File: src/piopc_pkg.sv
// Constants and types shared by the parallel I/O pin control block
package piopc_pkg;

	// Port geometry
	localparam int unsigned PIOPC_PINS = 8;

	typedef logic [PIOPC_PINS-1:0] piopc_byte_t;

	// Reset values of the per-pin control registers
	localparam piopc_byte_t PIOPC_DATA_RST  = 8'h00;
	localparam piopc_byte_t PIOPC_DIR_RST   = 8'h00;
	localparam piopc_byte_t PIOPC_PULL_RST  = 8'h00;
	localparam piopc_byte_t PIOPC_SLEW_RST  = 8'hFF;
	localparam piopc_byte_t PIOPC_DRIVE_RST = 8'h00;

	// Pins without an input path and pins shared with the LCD
	localparam piopc_byte_t PIOPC_OUT_ONLY_MASK = 8'h04;
	localparam piopc_byte_t PIOPC_LCD_MASK      = 8'h30;

	// LCD supply setting that allows full complementary drive
	localparam logic [1:0] PIOPC_SUPPLY_FULL = 2'h3;

	// Stop state as seen by the block
	typedef enum logic [1:0]
	{
		PIOPC_RUN   = 2'b00,
		PIOPC_PARTIAL_POWERDOWN_STOP = 2'b01,
		PIOPC_POWERED_LOGIC_STOP = 2'b10
	} piopc_mode_t;

endpackage

File: src/piopc_top.sv
// Per-pin control of one eight-pin general-purpose I/O port
//
// Summary of operation
// - Reset clears direction, all pins but output-only pin 2 become inputs
// - Reset sets slew, clears drive and pull
// - Enabled shared peripheral overrides general-purpose function
// - LCD pins full drive only at supply 11
// - Direction enables output and selects read source
// - Input buffer on unless analog or output-only
// - Shared digital function drives output enable
// - Analog function disables input and output buffers
// - Input read with buffer off returns zero
// - Analog wins over alternate digital function
// - Each pin has its own pull enable
// - Pull off in output, except LCD open drain
// - Pull forced off under analog or peripheral
// - Slew bit ignored while pin is input
// - Drive select bit chooses high drive
// - Partial power-down stop holds pin latches
// - LCD pin drive mode kept across stop while the LCD keeps running in stop
// - Powered-logic stop keeps all I/O state
// - Acknowledge write clears recovery flag
// - Data write latches all bits; outputs drive them
// - Direction write cannot affect output-only pin
`timescale 1ns/100ps

module piopc_top
	import piopc_pkg::*;
(
	input  wire logic        I_CLOCK,        // Bus clock, 100 MHz
	input  wire logic        I_RST,          // Asynchronous reset, active high
	input  wire logic        i_data_wr,      // Port data write strobe
	input  wire logic [7:0]  i_data_wdata,   // Port data write value
	input  wire logic        i_dir_wr,       // Direction write strobe
	input  wire logic [7:0]  i_dir_wdata,    // Direction write value
	input  wire logic        i_pull_wr,      // Pull enable write strobe
	input  wire logic [7:0]  i_pull_wdata,   // Pull enable write value
	input  wire logic        i_slew_wr,      // Slew limit write strobe
	input  wire logic [7:0]  i_slew_wdata,   // Slew limit write value
	input  wire logic        i_drive_wr,     // High drive write strobe
	input  wire logic [7:0]  i_drive_wdata,  // High drive write value
	input  wire logic [7:0]  i_periph_en,    // Shared digital function enable per pin
	input  wire logic [7:0]  i_periph_oe,    // Shared function output enable, high drives
	input  wire logic [7:0]  i_periph_do,    // Shared function output value
	input  wire logic [7:0]  i_analog_en,    // Analog function enable per pin
	input  wire logic [1:0]  i_lcd_supply,   // LCD supply select
	input  wire logic        i_full_drive,   // LCD full drive enable
	input  wire logic        i_lcd_reg_en,   // LCD regulator enable
	input  wire logic        i_lcd_in_stop,  // LCD keeps running in stop modes
	input  wire logic        i_partial_powerdown_stop,        // Partial power-down stop active
	input  wire logic        i_powered_logic_stop,        // Powered-logic stop active
	input  wire logic        i_pd_ack,       // Power-down acknowledge write of one
	input  wire logic [7:0]  i_pin,          // Pin input levels
	output logic      [7:0]  o_pin,          // Pin output levels
	output logic      [7:0]  o_pin_oe_n,     // Pin output enable, low drives
	output logic      [7:0]  o_in_buf_en,    // Input buffer enable
	output logic      [7:0]  o_pull_on,      // Internal pull device on
	output logic      [7:0]  o_slew_on,      // Slew limiting active
	output logic      [7:0]  o_high_drive,   // High drive strength active
	output logic      [7:0]  o_open_drain,   // Pin in open-drain mode
	output logic      [7:0]  o_data_rd,      // Port data read value
	output logic      [7:0]  o_dir_rd,       // Direction register value
	output logic      [7:0]  o_pull_rd,      // Pull enable register value
	output logic      [7:0]  o_slew_rd,      // Slew limit register value
	output logic      [7:0]  o_drive_rd,     // High drive register value
	output logic             o_pd_flag,      // Partial power-down recovery flag
	output piopc_mode_t      o_mode          // Current stop state
);

	// Control registers
	piopc_byte_t data_q;    // Port data latch, one bit per pin
	piopc_byte_t dir_q;
	piopc_byte_t pull_q;
	piopc_byte_t slew_q;
	piopc_byte_t drive_q;
	logic        lcd_od_q;
	logic        partial_powerdown_stop_q;
	logic        pd_flag_q;
	piopc_mode_t mode_q;

	// Pin input synchroniser and filtered level
	piopc_byte_t pin_s1_q;
	piopc_byte_t pin_s2_q;
	piopc_byte_t pin_s3_q;
	piopc_byte_t pin_lvl_q;

	// Registered pin controls and read data
	piopc_byte_t pin_q;
	piopc_byte_t pin_oe_n_q;
	piopc_byte_t in_buf_q;
	piopc_byte_t pull_on_q;
	piopc_byte_t slew_on_q;
	piopc_byte_t hdrive_q;
	piopc_byte_t od_q;
	piopc_byte_t rd_q;

	// Next-value and decode wires
	logic        wr_ok;
	logic        lcd_od_d;
	logic        pd_flag_d;
	logic        wake2;
	piopc_mode_t mode_d;
	piopc_byte_t eff_dir;
	piopc_byte_t analog;
	piopc_byte_t periph;
	piopc_byte_t gpio;
	piopc_byte_t in_buf_d;
	piopc_byte_t drive_req;
	piopc_byte_t drv_val;
	piopc_byte_t od_pins;
	piopc_byte_t oe_d;
	piopc_byte_t pin_d;
	piopc_byte_t pull_on_d;
	piopc_byte_t slew_on_d;
	piopc_byte_t hdrive_d;
	piopc_byte_t rd_d;

	// Writes are frozen while the port is held in partial power-down
	assign wr_ok = ~i_partial_powerdown_stop;

	// Ownership: analog above shared digital above general purpose
	assign analog = i_analog_en;
	assign periph = i_periph_en & ~i_analog_en;
	assign gpio   = ~(i_analog_en | i_periph_en);

	// Output-only pins are outputs whatever direction was written
	assign eff_dir = dir_q | PIOPC_OUT_ONLY_MASK;

	// Input buffer on except for analog and output-only pins
	assign in_buf_d = ~analog & ~PIOPC_OUT_ONLY_MASK;

	// Who requests drive on each pin
	assign drive_req = (periph & i_periph_oe) | (gpio & eff_dir);
	assign drv_val   = (periph & i_periph_do) | (~periph & data_q);

	// LCD pins use full drive only in the full supply setting
	assign lcd_od_d = ~((i_lcd_supply == PIOPC_SUPPLY_FULL) && i_full_drive
		&& !i_lcd_reg_en);
	assign od_pins  = PIOPC_LCD_MASK & {PIOPC_PINS{lcd_od_q}};

	// Open drain only pulls low; high is left to the pull resistor
	assign oe_d  = ~analog & drive_req & ~(od_pins & drv_val);
	assign pin_d = drv_val & ~od_pins;

	// Pull: own bit, off when driven unless LCD open drain, off when owned
	assign pull_on_d = pull_q & gpio & (~eff_dir | od_pins);

	// Slew and drive strength act only on driven pins
	assign slew_on_d = slew_q & oe_d;
	assign hdrive_d  = drive_q & oe_d;

	// Read source: latch for outputs, pin for inputs, zero if buffer off
	assign rd_d = (eff_dir & data_q) | (~eff_dir & in_buf_d & pin_lvl_q);

	// Recovery flag set on wake from partial power-down; the set wins
	assign wake2     = partial_powerdown_stop_q & ~i_partial_powerdown_stop;
	assign pd_flag_d = wake2 | (pd_flag_q & ~i_pd_ack);

	// Stop state report
	assign mode_d = i_partial_powerdown_stop ? PIOPC_PARTIAL_POWERDOWN_STOP : (i_powered_logic_stop ? PIOPC_POWERED_LOGIC_STOP : PIOPC_RUN);

	// Software-visible control registers
	always_ff @(posedge I_CLOCK or posedge I_RST)
	begin
		if (I_RST)
		begin
			data_q  <= PIOPC_DATA_RST;
			dir_q   <= PIOPC_DIR_RST;
			pull_q  <= PIOPC_PULL_RST;
			slew_q  <= PIOPC_SLEW_RST;
			drive_q <= PIOPC_DRIVE_RST;
		end
		else if (wr_ok)
		begin
			if (i_data_wr)
				data_q  <= i_data_wdata;
			if (i_dir_wr)
				dir_q   <= i_dir_wdata;
			if (i_pull_wr)
				pull_q  <= i_pull_wdata;
			if (i_slew_wr)
				slew_q  <= i_slew_wdata;
			if (i_drive_wr)
				drive_q <= i_drive_wdata;
		end
	end

	// LCD drive mode, held during stop when the LCD keeps running
	always_ff @(posedge I_CLOCK or posedge I_RST)
	begin
		if (I_RST)
			lcd_od_q <= 1'b1;
		else if (!((i_partial_powerdown_stop || i_powered_logic_stop) && i_lcd_in_stop))
			lcd_od_q <= lcd_od_d;
	end

	// Power-down tracking and recovery flag
	always_ff @(posedge I_CLOCK or posedge I_RST)
	begin
		if (I_RST)
		begin
			partial_powerdown_stop_q   <= 1'b0;
			pd_flag_q <= 1'b0;
			mode_q    <= PIOPC_RUN;
		end
		else
		begin
			partial_powerdown_stop_q   <= i_partial_powerdown_stop;
			pd_flag_q <= pd_flag_d;
			mode_q    <= mode_d;
		end
	end

	// Three-stage pin synchroniser; level taken when stages two and three agree
	always_ff @(posedge I_CLOCK or posedge I_RST)
	begin
		if (I_RST)
		begin
			pin_s1_q <= 8'h00;
			pin_s2_q <= 8'h00;
			pin_s3_q <= 8'h00;
		end
		else
		begin
			pin_s1_q <= i_pin;
			pin_s2_q <= pin_s1_q;
			pin_s3_q <= pin_s2_q;
		end
	end

	// Filtered pin level, one generate stage per pin
	genvar gi;
	generate
		for (gi = 0; gi < PIOPC_PINS; gi++)
		begin : g_lvl
			always_ff @(posedge I_CLOCK or posedge I_RST)
			begin
				if (I_RST)
					pin_lvl_q[gi] <= 1'b0;
				else if (pin_s2_q[gi] == pin_s3_q[gi])
					pin_lvl_q[gi] <= pin_s3_q[gi];
			end
		end
	endgenerate

	// Registered pin controls; frozen in partial power-down, kept in powered_logic_stop
	always_ff @(posedge I_CLOCK or posedge I_RST)
	begin
		if (I_RST)
		begin
			pin_q      <= 8'h00;
			pin_oe_n_q <= 8'hFF;
			in_buf_q   <= 8'h00;
			pull_on_q  <= 8'h00;
			slew_on_q  <= 8'h00;
			hdrive_q   <= 8'h00;
			od_q       <= PIOPC_LCD_MASK;
		end
		else if (!i_partial_powerdown_stop)
		begin
			pin_q      <= pin_d;
			pin_oe_n_q <= ~oe_d;
			in_buf_q   <= in_buf_d;
			pull_on_q  <= pull_on_d;
			slew_on_q  <= slew_on_d;
			hdrive_q   <= hdrive_d;
			od_q       <= od_pins;
		end
	end

	// Registered port data read
	always_ff @(posedge I_CLOCK or posedge I_RST)
	begin
		if (I_RST)
			rd_q <= 8'h00;
		else
			rd_q <= rd_d;
	end

	// Outputs
	assign o_pin        = pin_q;
	assign o_pin_oe_n   = pin_oe_n_q;
	assign o_in_buf_en  = in_buf_q;
	assign o_pull_on    = pull_on_q;
	assign o_slew_on    = slew_on_q;
	assign o_high_drive = hdrive_q;
	assign o_open_drain = od_q;
	assign o_data_rd    = rd_q;
	assign o_dir_rd     = dir_q;
	assign o_pull_rd    = pull_q;
	assign o_slew_rd    = slew_q;
	assign o_drive_rd   = drive_q;
	assign o_pd_flag    = pd_flag_q;
	assign o_mode       = mode_q;

	// Checks on ownership, drive, pull, reads and stop behaviour
	analog_off_a: assert property (@(posedge I_CLOCK) disable iff (I_RST)
		(!i_partial_powerdown_stop && i_analog_en[0]) |=> (o_pin_oe_n[0] && !o_in_buf_en[0]))
		else $error("analog pin kept a buffer");
	periph_oe_a: assert property (@(posedge I_CLOCK) disable iff (I_RST)
		(!i_partial_powerdown_stop && i_periph_en[1] && !i_analog_en[1])
		|=> (o_pin_oe_n[1] == !$past(i_periph_oe[1])))
		else $error("peripheral lost output enable");
	dir_read_a: assert property (@(posedge I_CLOCK) disable iff (I_RST)
		(dir_q[0] && !i_periph_en[0] && !i_analog_en[0] && !i_partial_powerdown_stop)
		|=> (o_data_rd[0] == $past(data_q[0]) && !o_pin_oe_n[0]))
		else $error("output pin read or drive wrong");
	zero_read_a: assert property (@(posedge I_CLOCK) disable iff (I_RST)
		(!dir_q[3] && i_analog_en[3]) |=> (o_data_rd[3] == 1'b0))
		else $error("disabled input read not zero");
	pull_owned_a: assert property (@(posedge I_CLOCK) disable iff (I_RST)
		(!i_partial_powerdown_stop && (i_analog_en[6] || i_periph_en[6])) |=> !o_pull_on[6])
		else $error("pull on under peripheral");
	pull_out_a: assert property (@(posedge I_CLOCK) disable iff (I_RST)
		(!i_partial_powerdown_stop && dir_q[7] && !i_analog_en[7] && !i_periph_en[7]) |=> !o_pull_on[7])
		else $error("pull on in output mode");
	lcd_full_a: assert property (@(posedge I_CLOCK) disable iff (I_RST)
		(!i_partial_powerdown_stop && !i_powered_logic_stop && i_lcd_supply == PIOPC_SUPPLY_FULL && i_full_drive
		&& !i_lcd_reg_en) ##1 !i_partial_powerdown_stop |=> (o_open_drain[4] == 1'b0))
		else $error("lcd pin not full drive");
	od_high_a: assert property (@(posedge I_CLOCK) disable iff (I_RST)
		(!i_partial_powerdown_stop && lcd_od_q && data_q[5] && dir_q[5] && !i_periph_en[5]) |=> o_pin_oe_n[5])
		else $error("open drain drove high");
	slew_in_a: assert property (@(posedge I_CLOCK) disable iff (I_RST)
		o_pin_oe_n[2] |-> (!o_slew_on[2] && !o_high_drive[2]))
		else $error("slew or drive on input pin");
	hold_partial_powerdown_stop_a: assert property (@(posedge I_CLOCK) disable iff (I_RST)
		i_partial_powerdown_stop |=> ($stable(o_pin) && $stable(o_pin_oe_n) && $stable(data_q)))
		else $error("pin state moved in partial_powerdown_stop");
	out_only_a: assert property (@(posedge I_CLOCK) disable iff (I_RST)
		(!i_partial_powerdown_stop && !i_analog_en[2] && !i_periph_en[2])
		|=> (!o_in_buf_en[2] && !o_pin_oe_n[2]))
		else $error("output-only pin changed");
	flag_set_a: assert property (@(posedge I_CLOCK) disable iff (I_RST)
		($fell(i_partial_powerdown_stop)) |=> o_pd_flag ##1 (o_pd_flag || $past(i_pd_ack)))
		else $error("recovery flag not set on wake");
	flag_clr_a: assert property (@(posedge I_CLOCK) disable iff (I_RST)
		(i_pd_ack && !wake2) |=> !o_pd_flag)
		else $error("acknowledge did not clear flag");

	// Main scenarios
	cov_wake_c:   cover property (@(posedge I_CLOCK) disable iff (I_RST)
		i_partial_powerdown_stop ##1 !i_partial_powerdown_stop ##[1:20] i_pd_ack);
	cov_od_c:     cover property (@(posedge I_CLOCK) disable iff (I_RST)
		o_open_drain[4] && !o_pin_oe_n[4] && o_pull_on[4]);
	cov_periph_c: cover property (@(posedge I_CLOCK) disable iff (I_RST)
		i_periph_en[0] && i_periph_oe[0] ##1 !o_pin_oe_n[0]);
	cov_read_c:   cover property (@(posedge I_CLOCK) disable iff (I_RST)
		!dir_q[1] && o_data_rd[1]);

endmodule

File: config.mk
export PLATFORM = sky130hd
export DESIGN_NAME = piopc_top
export DESIGN_NICKNAME = d
export VERILOG_FILES = /design/src/piopc_pkg.sv /design/src/piopc_top.sv
export SDC_FILE = /design/constraint.sdc
export NUM_CORES = 1
export LEC_CHECK = 0
export BUFFER_PORTS_ARGS = -buffer_cell sky130_fd_sc_hd__buf_2
export CELL_PAD_IN_SITES_DETAIL_PLACEMENT = 1
export CELL_PAD_IN_SITES_GLOBAL_PLACEMENT = 1
export CORE_UTILIZATION = 37
export CTS_CLUSTER_DIAMETER = 80
export DETAILED_ROUTE_END_ITERATION = 10
export GPL_ROUTABILITY_DRIVEN = 0
export PLACE_DENSITY = 0.77
export SYNTH_ARGS = -nofsm -noshare
export SYNTH_HDL_FRONTEND = slang
export SYNTH_SLANG_ARGS = --single-unit
File: constraint.sdc
create_clock -name I_CLOCK -period 4 [get_ports I_CLOCK]
set_clock_uncertainty 0.1 [all_clocks]
set_input_delay 0.2 -clock I_CLOCK [delete_from_list [all_inputs] [get_ports I_CLOCK]]
set_output_delay 0.2 -clock I_CLOCK [all_outputs]
set_load 0.01 [all_outputs]
==> results.cfg, run 1 <==
[yosys]
synth_xor_area_frac = 0
synthDistinctLibCells = 29
synth_area_um2 = 4850
synthSimpleGateAreaFrac = 0.0743
synth-seq-cells = 127
seq_area_frac_synth = 0.660
synth_top_family_by_area = multiplexers
synth-compound-area-share = 0.0779
yosysWarnings = 0
synth_cells = 356
syn_area_per_cell_um2 = 13.6
synth_fa_ha_area_frac = 0.0144
muxShareOfSynthArea = 0.133

[floorplanning]
die_x_um = 116
num_rows = 41
core_um2 = 12700
pin_count = 194
dieHeight_um = 116
die_area_um2 = 13600
start_util = 0.381

[clock_network]
cts_resized = 0
cts_setup_buffers = 0
cts_num_sinks = 127
cts_buffer_depth = 2
clk_pin_slew_ns = 0.05
htree_num_levels = 4
cts_buffers = 17
tritoncts = built
root_buffer = clkbuf_16
clk_latency_ns = 0.42

[sta]
slew_headroom = 0.337
setup_slack_ns = 2.35
finalCriticalPeriod_ns = 1.65
finalSetupViolCount = 0
holdWs_ns = 0.0238
hold_viol_final = 0
fmax_ghz = 0.607
slew_violations = 0
worst_slew_pin_slew_ns = 0.994
rsz0062_at_grt = no
tns_ns = 0
period_share = 0.412

[min_path]
hp-class = in -> reg

[worst_setup_path]
worstPathArrival_ns = 2.07
critPathKind = in -> async
crit_fanout = 82
cp-end-kind = asynchronous set/reset pin
worstPathRequired_ns = 4.42
start_kind = input port

[final_layout]
nFillCells = 1378
num_antenna_cells = 0
drive_gt1_frac = 0.448
syn_to_final_growth_pct = 48.0
layout.nets = 709

[global_route]
grt_use_total = 0.216
gr-total-overflow = 0
grt_max_degree = 83
first_global_vias = 4169
antenna_found_initial = 0
grt_pass1_wl_mm = 21.3

[placed_design]
numPortBuffers = 184
dp_hpwl_mm = 9.00
post-place-ws_ns = 1.93

[routing]
drt_wl_total_mm = 13.8
drt_iter0_markers = 96
post_drt_wl_per_cell_um = 17.3
ant_nets = 0
vias = 3803
drcViolationCount = 0
first_pass_iters = 4
vias_per_cell = 4.76

[outcome]
outcome = completed

[power_and_ir_drop]
leakage_nw = 3.49
finalPower_w = 0.00360
p_per_area_nw_per_um2 = 501
peakVddDrop_mv = 0.244

[job]
maxCapViolCount = 0
[cells in the final DEF (no fill, tap or decap), drive strengths merged, types with 4 or more instances in the layout]
cell type / count
dfrtp: 109
maj3: 7
o21ai: 21
nor2: 10
nor3: 7
mux2i: 16
clkbuf: 20
dlygate4sd3: 69
buf: 188
nand2: 26
a32o: 4
clkinv: 6
conb: 8
nand3b: 4
and2b: 4
nor2b: 13
a21oi: 9
mux2: 43
inv: 10
dfstp: 18
a22o: 19
[cell families (layout without fill, tap and decap cells)]
kind of cell,Yosys count,in the layout
adders and majority gates,7,7
muxes,59,59
buffers and inverters,35,299
and+or+nand+nor,71,71
DFF,127,127
AOI/OAI and AO/OA,56,56
other,1,8
[power by group]
part | total [W] | leakage, nW | internal (W) | switching [W]
clock network | 0.00155 | 0.291 | 0.00100 | 0.000547
logic | 0.000512 | 1.67 | 0.000262 | 0.000250
registers | 0.00153 | 1.53 | 0.00144 | 0.0000941
total | 0.00360 | 3.49 | 0.00271 | 0.000891
[worst max-delay path: stages]
cell and delay (ns):
dlygate4sd3_1 0.53, buf_2 0.13, inv_4 0.68, buf_4 0.45
[metrics by stage]
stage,utilization,instances,cell area [um2]
floorplan,-,363,4880
detailed placement,0.463,698,5890
global placement,0.463,698,5890
global route,0.564,799,7180
CTS,0.564,799,7180
finish,0.564,799,7180
[path summary, 6_finish.rpt]
path,startpoint,endpoint,cells after the start,slack [ns]
hold reg to reg,pin_s1_q[6],pin_s2_q[6],0,0.24
setup / recovery,I_RST,lcd_od_q,4,2.35
setup reg to reg,lcd_od_q,o_slew_on[5],3,2.50
hold / removal,i_full_drive,lcd_od_q,3,0.02
max in group I_CLOCK,i_partial_powerdown_stop,o_slew_rd[3],4,2.36
min in group asynchronous,I_RST,o_dir_rd[2],3,0.47
[flip-flops by register name, indices dropped and copies added, names as in the netlist, 7 cells and up]
register      cells
pin_s1_q          7
o_pull_rd         8
o_pin             8
pin_s3_q          7
pin_s2_q          7
o_pull_on         7
o_slew_on         8
o_drive_rd        8
o_high_drive      8
o_dir_rd          8
o_data_rd         8
o_in_buf_en       7
data_q            8
o_slew_rd         8
o_pin_oe_n        8
pin_lvl_q         7
[timing repair]
item	4_1_cts	5_1_grt
setup endpoints to repair	0	0
hold buffers	69	0
hold endpoints to repair	142	0
[synthesized netlist by cell type]
library cell | instances | share of area
nand3b_1 | 4 | 0.0062
and2b_1 | 4 | 0.0062
o22ai_1 | 1 | 0.0013
nor2_1 | 10 | 0.0077
mux2i_1 | 16 | 0.033
conb_1 | 1 | 0.00077
inv_1 | 10 | 0.0077
maj3_1 | 7 | 0.014
a22o_1 | 19 | 0.034
nor3_1 | 7 | 0.0072
a21oi_1 | 9 | 0.0093
nor2b_1 | 13 | 0.017
buf_1 | 1 | 0.00077
nand3_1 | 2 | 0.0021
dfrtp_1 | 109 | 0.56
dfstp_2 | 18 | 0.098
a32o_1 | 4 | 0.0083
nand2_1 | 26 | 0.020
or4b_1 | 1 | 0.0021
o21ai_0 | 20 | 0.021
buf_4 | 10 | 0.015
and4b_1 | 1 | 0.0021
clkbuf_2 | 1 | 0.0010
o31ai_1 | 2 | 0.0031
nand2b_1 | 3 | 0.0039
buf_2 | 12 | 0.012
o21ai_1 | 1 | 0.0010
mux2_2 | 43 | 0.10
buf_6 | 1 | 0.0023
[routing by layer]
metal | part of all wire | wire length (um) | GRT usage | vias up
met3 | 0.059 | 821 | 0.0607 | 26
met5 | 0 | 0 | 0 | -
met2 | 0.54 | 7470 | 0.396 | 147
li1 | - | - | - | 1735
met1 | 0.37 | 5170 | 0.226 | 1895
met4 | 0.024 | 338 | 0.109 | 0
[area by class of cell]
type,instances,area (um2),area share
clock buffer,20,457,0.0636
multi-input combinational,201,1480,0.207
tap,172,215,0.0300
inverter,10,40.0,0.00558
clock inverter,12,143,0.0199
sequential,127,3200,0.446
timing repair buffer,257,1640,0.229
Power figures use the tool's default switching activity.
==> run 2: changes to the inputs <==
--- a/config.mk
+++ b/config.mk
@@ -8,11 +8,11 @@
 export BUFFER_PORTS_ARGS = -buffer_cell sky130_fd_sc_hd__buf_2
 export CELL_PAD_IN_SITES_DETAIL_PLACEMENT = 1
 export CELL_PAD_IN_SITES_GLOBAL_PLACEMENT = 1
-export CORE_UTILIZATION = 37
+export CORE_UTILIZATION = 34
 export CTS_CLUSTER_DIAMETER = 80
 export DETAILED_ROUTE_END_ITERATION = 10
 export GPL_ROUTABILITY_DRIVEN = 0
-export PLACE_DENSITY = 0.77
+export PLACE_DENSITY = 0.74
 export SYNTH_ARGS = -nofsm -noshare
 export SYNTH_HDL_FRONTEND = slang
 export SYNTH_SLANG_ARGS = --single-unit
==> constraint.sdc (replaced) <==
create_clock -name I_CLOCK -period 1.5 [get_ports I_CLOCK]
set_clock_uncertainty 0.1 [all_clocks]
set_input_delay 0.075 -clock I_CLOCK [delete_from_list [all_inputs] [get_ports I_CLOCK]]
set_output_delay 0.075 -clock I_CLOCK [all_outputs]
set_load 0.01 [all_outputs]
==> run 2 against run 1 <==
- die area up 8.7%
- worst setup slack worse by 2.3 ns
- hold slack worse by 0.011 ns
- cell count increased by 3.6%
- critical path depth up 1
- sequential cell count unchanged
- non-clock buffer count rose by 21
==> results.cfg, run 2 (synthesized netlist as in run 1, its figures left out) <==
[outcome]
outcome = completed

[sta]
worst_slew_pin_slew_ns = 0.547
hold_viol_final = 0
finalCriticalPeriod_ns = 1.45
tns_ns = 0
setup_slack_ns = 0.0548
slew_headroom = 0.633
period_share = 0.963
fmax_ghz = 0.692
finalSetupViolCount = 0
rsz0062_at_grt = no
slew_violations = 0

[worst_setup_path]
r2r_end = o_slew_on[4]
worstPathArrival_ns = 1.64
cpMaxStageDelayCell = dlygate4sd3_1
r2r_start = lcd_od_q
start_kind = input port
cp-end-kind = register
path_cells = dlygate4sd3_1, buf_2, nor2b_1, mux2_2, a32o_1
worstPathRequired_ns = 1.70
r2r_slack_ns = 0.07
crit_fanout = 5
critPathKind = in -> reg
rr_worst_depth = 3
cpPeakStageDelay_ns = 0.53

[final_layout]
final_common_cell = buf_2
layout.nets = 730
syn_to_final_growth_pct = 52.8
num_antenna_cells = 0
nFillCells = 1483
drive_gt1_frac = 0.448
layout_common_cells = buf_2, dfrtp_1, dlygate4sd3_1, mux2_2, nand2_1

[global_route]
grt_use_total = 0.202
grt_pass1_wl_mm = 21.9
gr-total-overflow = 0
first_global_vias = 4194
grt_max_degree = 71
antenna_found_initial = 0

[min_path]
worst_hold_path.endpoint = o_pin[2]
holdCritStartpoint = i_analog_en[2]
hp-class = in -> reg
hold_depth = 4

[clock_network]
clk_latency_ns = 0.41
root_buffer = clkbuf_16
cts_num_sinks = 127
htree_num_levels = 4
cts_buffer_depth = 2
clk_pin_slew_ns = 0.05
cts_buffers = 17
tritoncts = built

[power_and_ir_drop]
p_per_area_nw_per_um2 = 1260
finalPower_w = 0.00933
peakVddDrop_mv = 0.667
power.share.sequential = 0.440
p_int_w = 0.00699
swShare = 0.251
p_comb_frac = 0.154
switchingPower_w = 0.00234
leakage_nw = 3.59
clockPowerShare = 0.407

[routing]
vias = 3885
post_drt_wl_per_cell_um = 17.0
drt_iter0_markers = 113
vias_per_cell = 4.69
first_pass_iters = 4
ant_nets = 0
drt_wl_total_mm = 14.1
drcViolationCount = 0

[floorplanning]
die_area_um2 = 14700
start_util = 0.349
core_um2 = 13900
pin_count = 194
die_x_um = 121
num_rows = 43
dieHeight_um = 121

[job]
maxCapViolCount = 0

[placed_design]
dp_hpwl_mm = 9.33
post-place-ws_ns = 0.0897
numPortBuffers = 184
## run 2: cell types whose count changed in the layout (fill, tap and decap cells not counted), sizes merged
cell         delta
inv             -1
dlygate4sd3    +10
buf            +11
clkinv          -1
clkinvlp        -1
bufinv          -2
clkbuf          +5
## run 2: worst max path at each step
stage	from	end	slack, ns
finish	i_analog_en[4]	o_slew_on[4]	0.05
CTS	i_partial_powerdown_stop	o_high_drive[7]	0.003
detailed placement	lcd_od_q	o_slew_on[5]	0.09
global route	i_analog_en[5]	o_slew_on[5]	0.004
floorplan	I_RST	data_q[0]	-0.23
global placement	lcd_od_q	o_high_drive[4]	0.12
## run 2: critical path, delay by kind of cell
kind | cells | cell delay (ns)
multiplexers | 1 | 0.40
buffers and inverters | 2 | 0.68
AND/OR/NAND/NOR | 1 | 0.24
AO/OA/AOI/OAI | 1 | 0.25
## run 2: power groups by stage
stage	sequential, W	clock, W	combinational, W
detailed placement	0.00416	0	0.00127
floorplan	0.00424	0	0.000532
global placement	0.00413	0	0.00123
global route	0.00415	0.00403	0.00157
finish	0.00410	0.00379	0.00143
CTS	0.00411	0.00389	0.00144
## run 2: area by class of cell
type                            count  area (um2)  share of cell area
Sequential cell                   127        3200               0.432
Timing Repair Buffer              278        1900               0.257
Multi-Input combinational cell    201        1490               0.201
Clock buffer                       25         485              0.0655
Tap cell                          180         225              0.0304
Clock inverter                      7        62.6             0.00844
Inverter                           10        41.3             0.00557
## run 2: timing repair
item | 4_1_cts | 5_1_grt
hold buffers | 80 | 0
gates resized for setup | 0 | 4
endpoints found under the setup margin | 0 | 4
hold endpoints to repair | 215 | 0
buffers inserted | 0 | 0
## run 2: per-layer routing
layer / track usage / wire (um) / share of wire / vias to the layer above
met5: 0 / 0 / 0 / -
met4: 0.0887 / 296 / 0.021 / 0
met3: 0.0583 / 853 / 0.061 / 28
met2: 0.346 / 7400 / 0.53 / 140
met1: 0.233 / 5530 / 0.39 / 1933
li1: - / - / - / 1784
## run 2: per-stage QoR
| step | utilization | cells | hold slack, ns | instance area, um2 |
|---|---|---|---|---|
| floorplan | - | 363 | 0.00643 | 4880 |
| global placement | 0.436 | 717 | 0.0826 | 6060 |
| detailed placement | 0.436 | 717 | 0.0847 | 6060 |
| CTS | 0.534 | 829 | 0.0311 | 7410 |
| global route | 0.534 | 828 | 0.0590 | 7410 |
| finish | 0.534 | 828 | 0.0130 | 7410 |
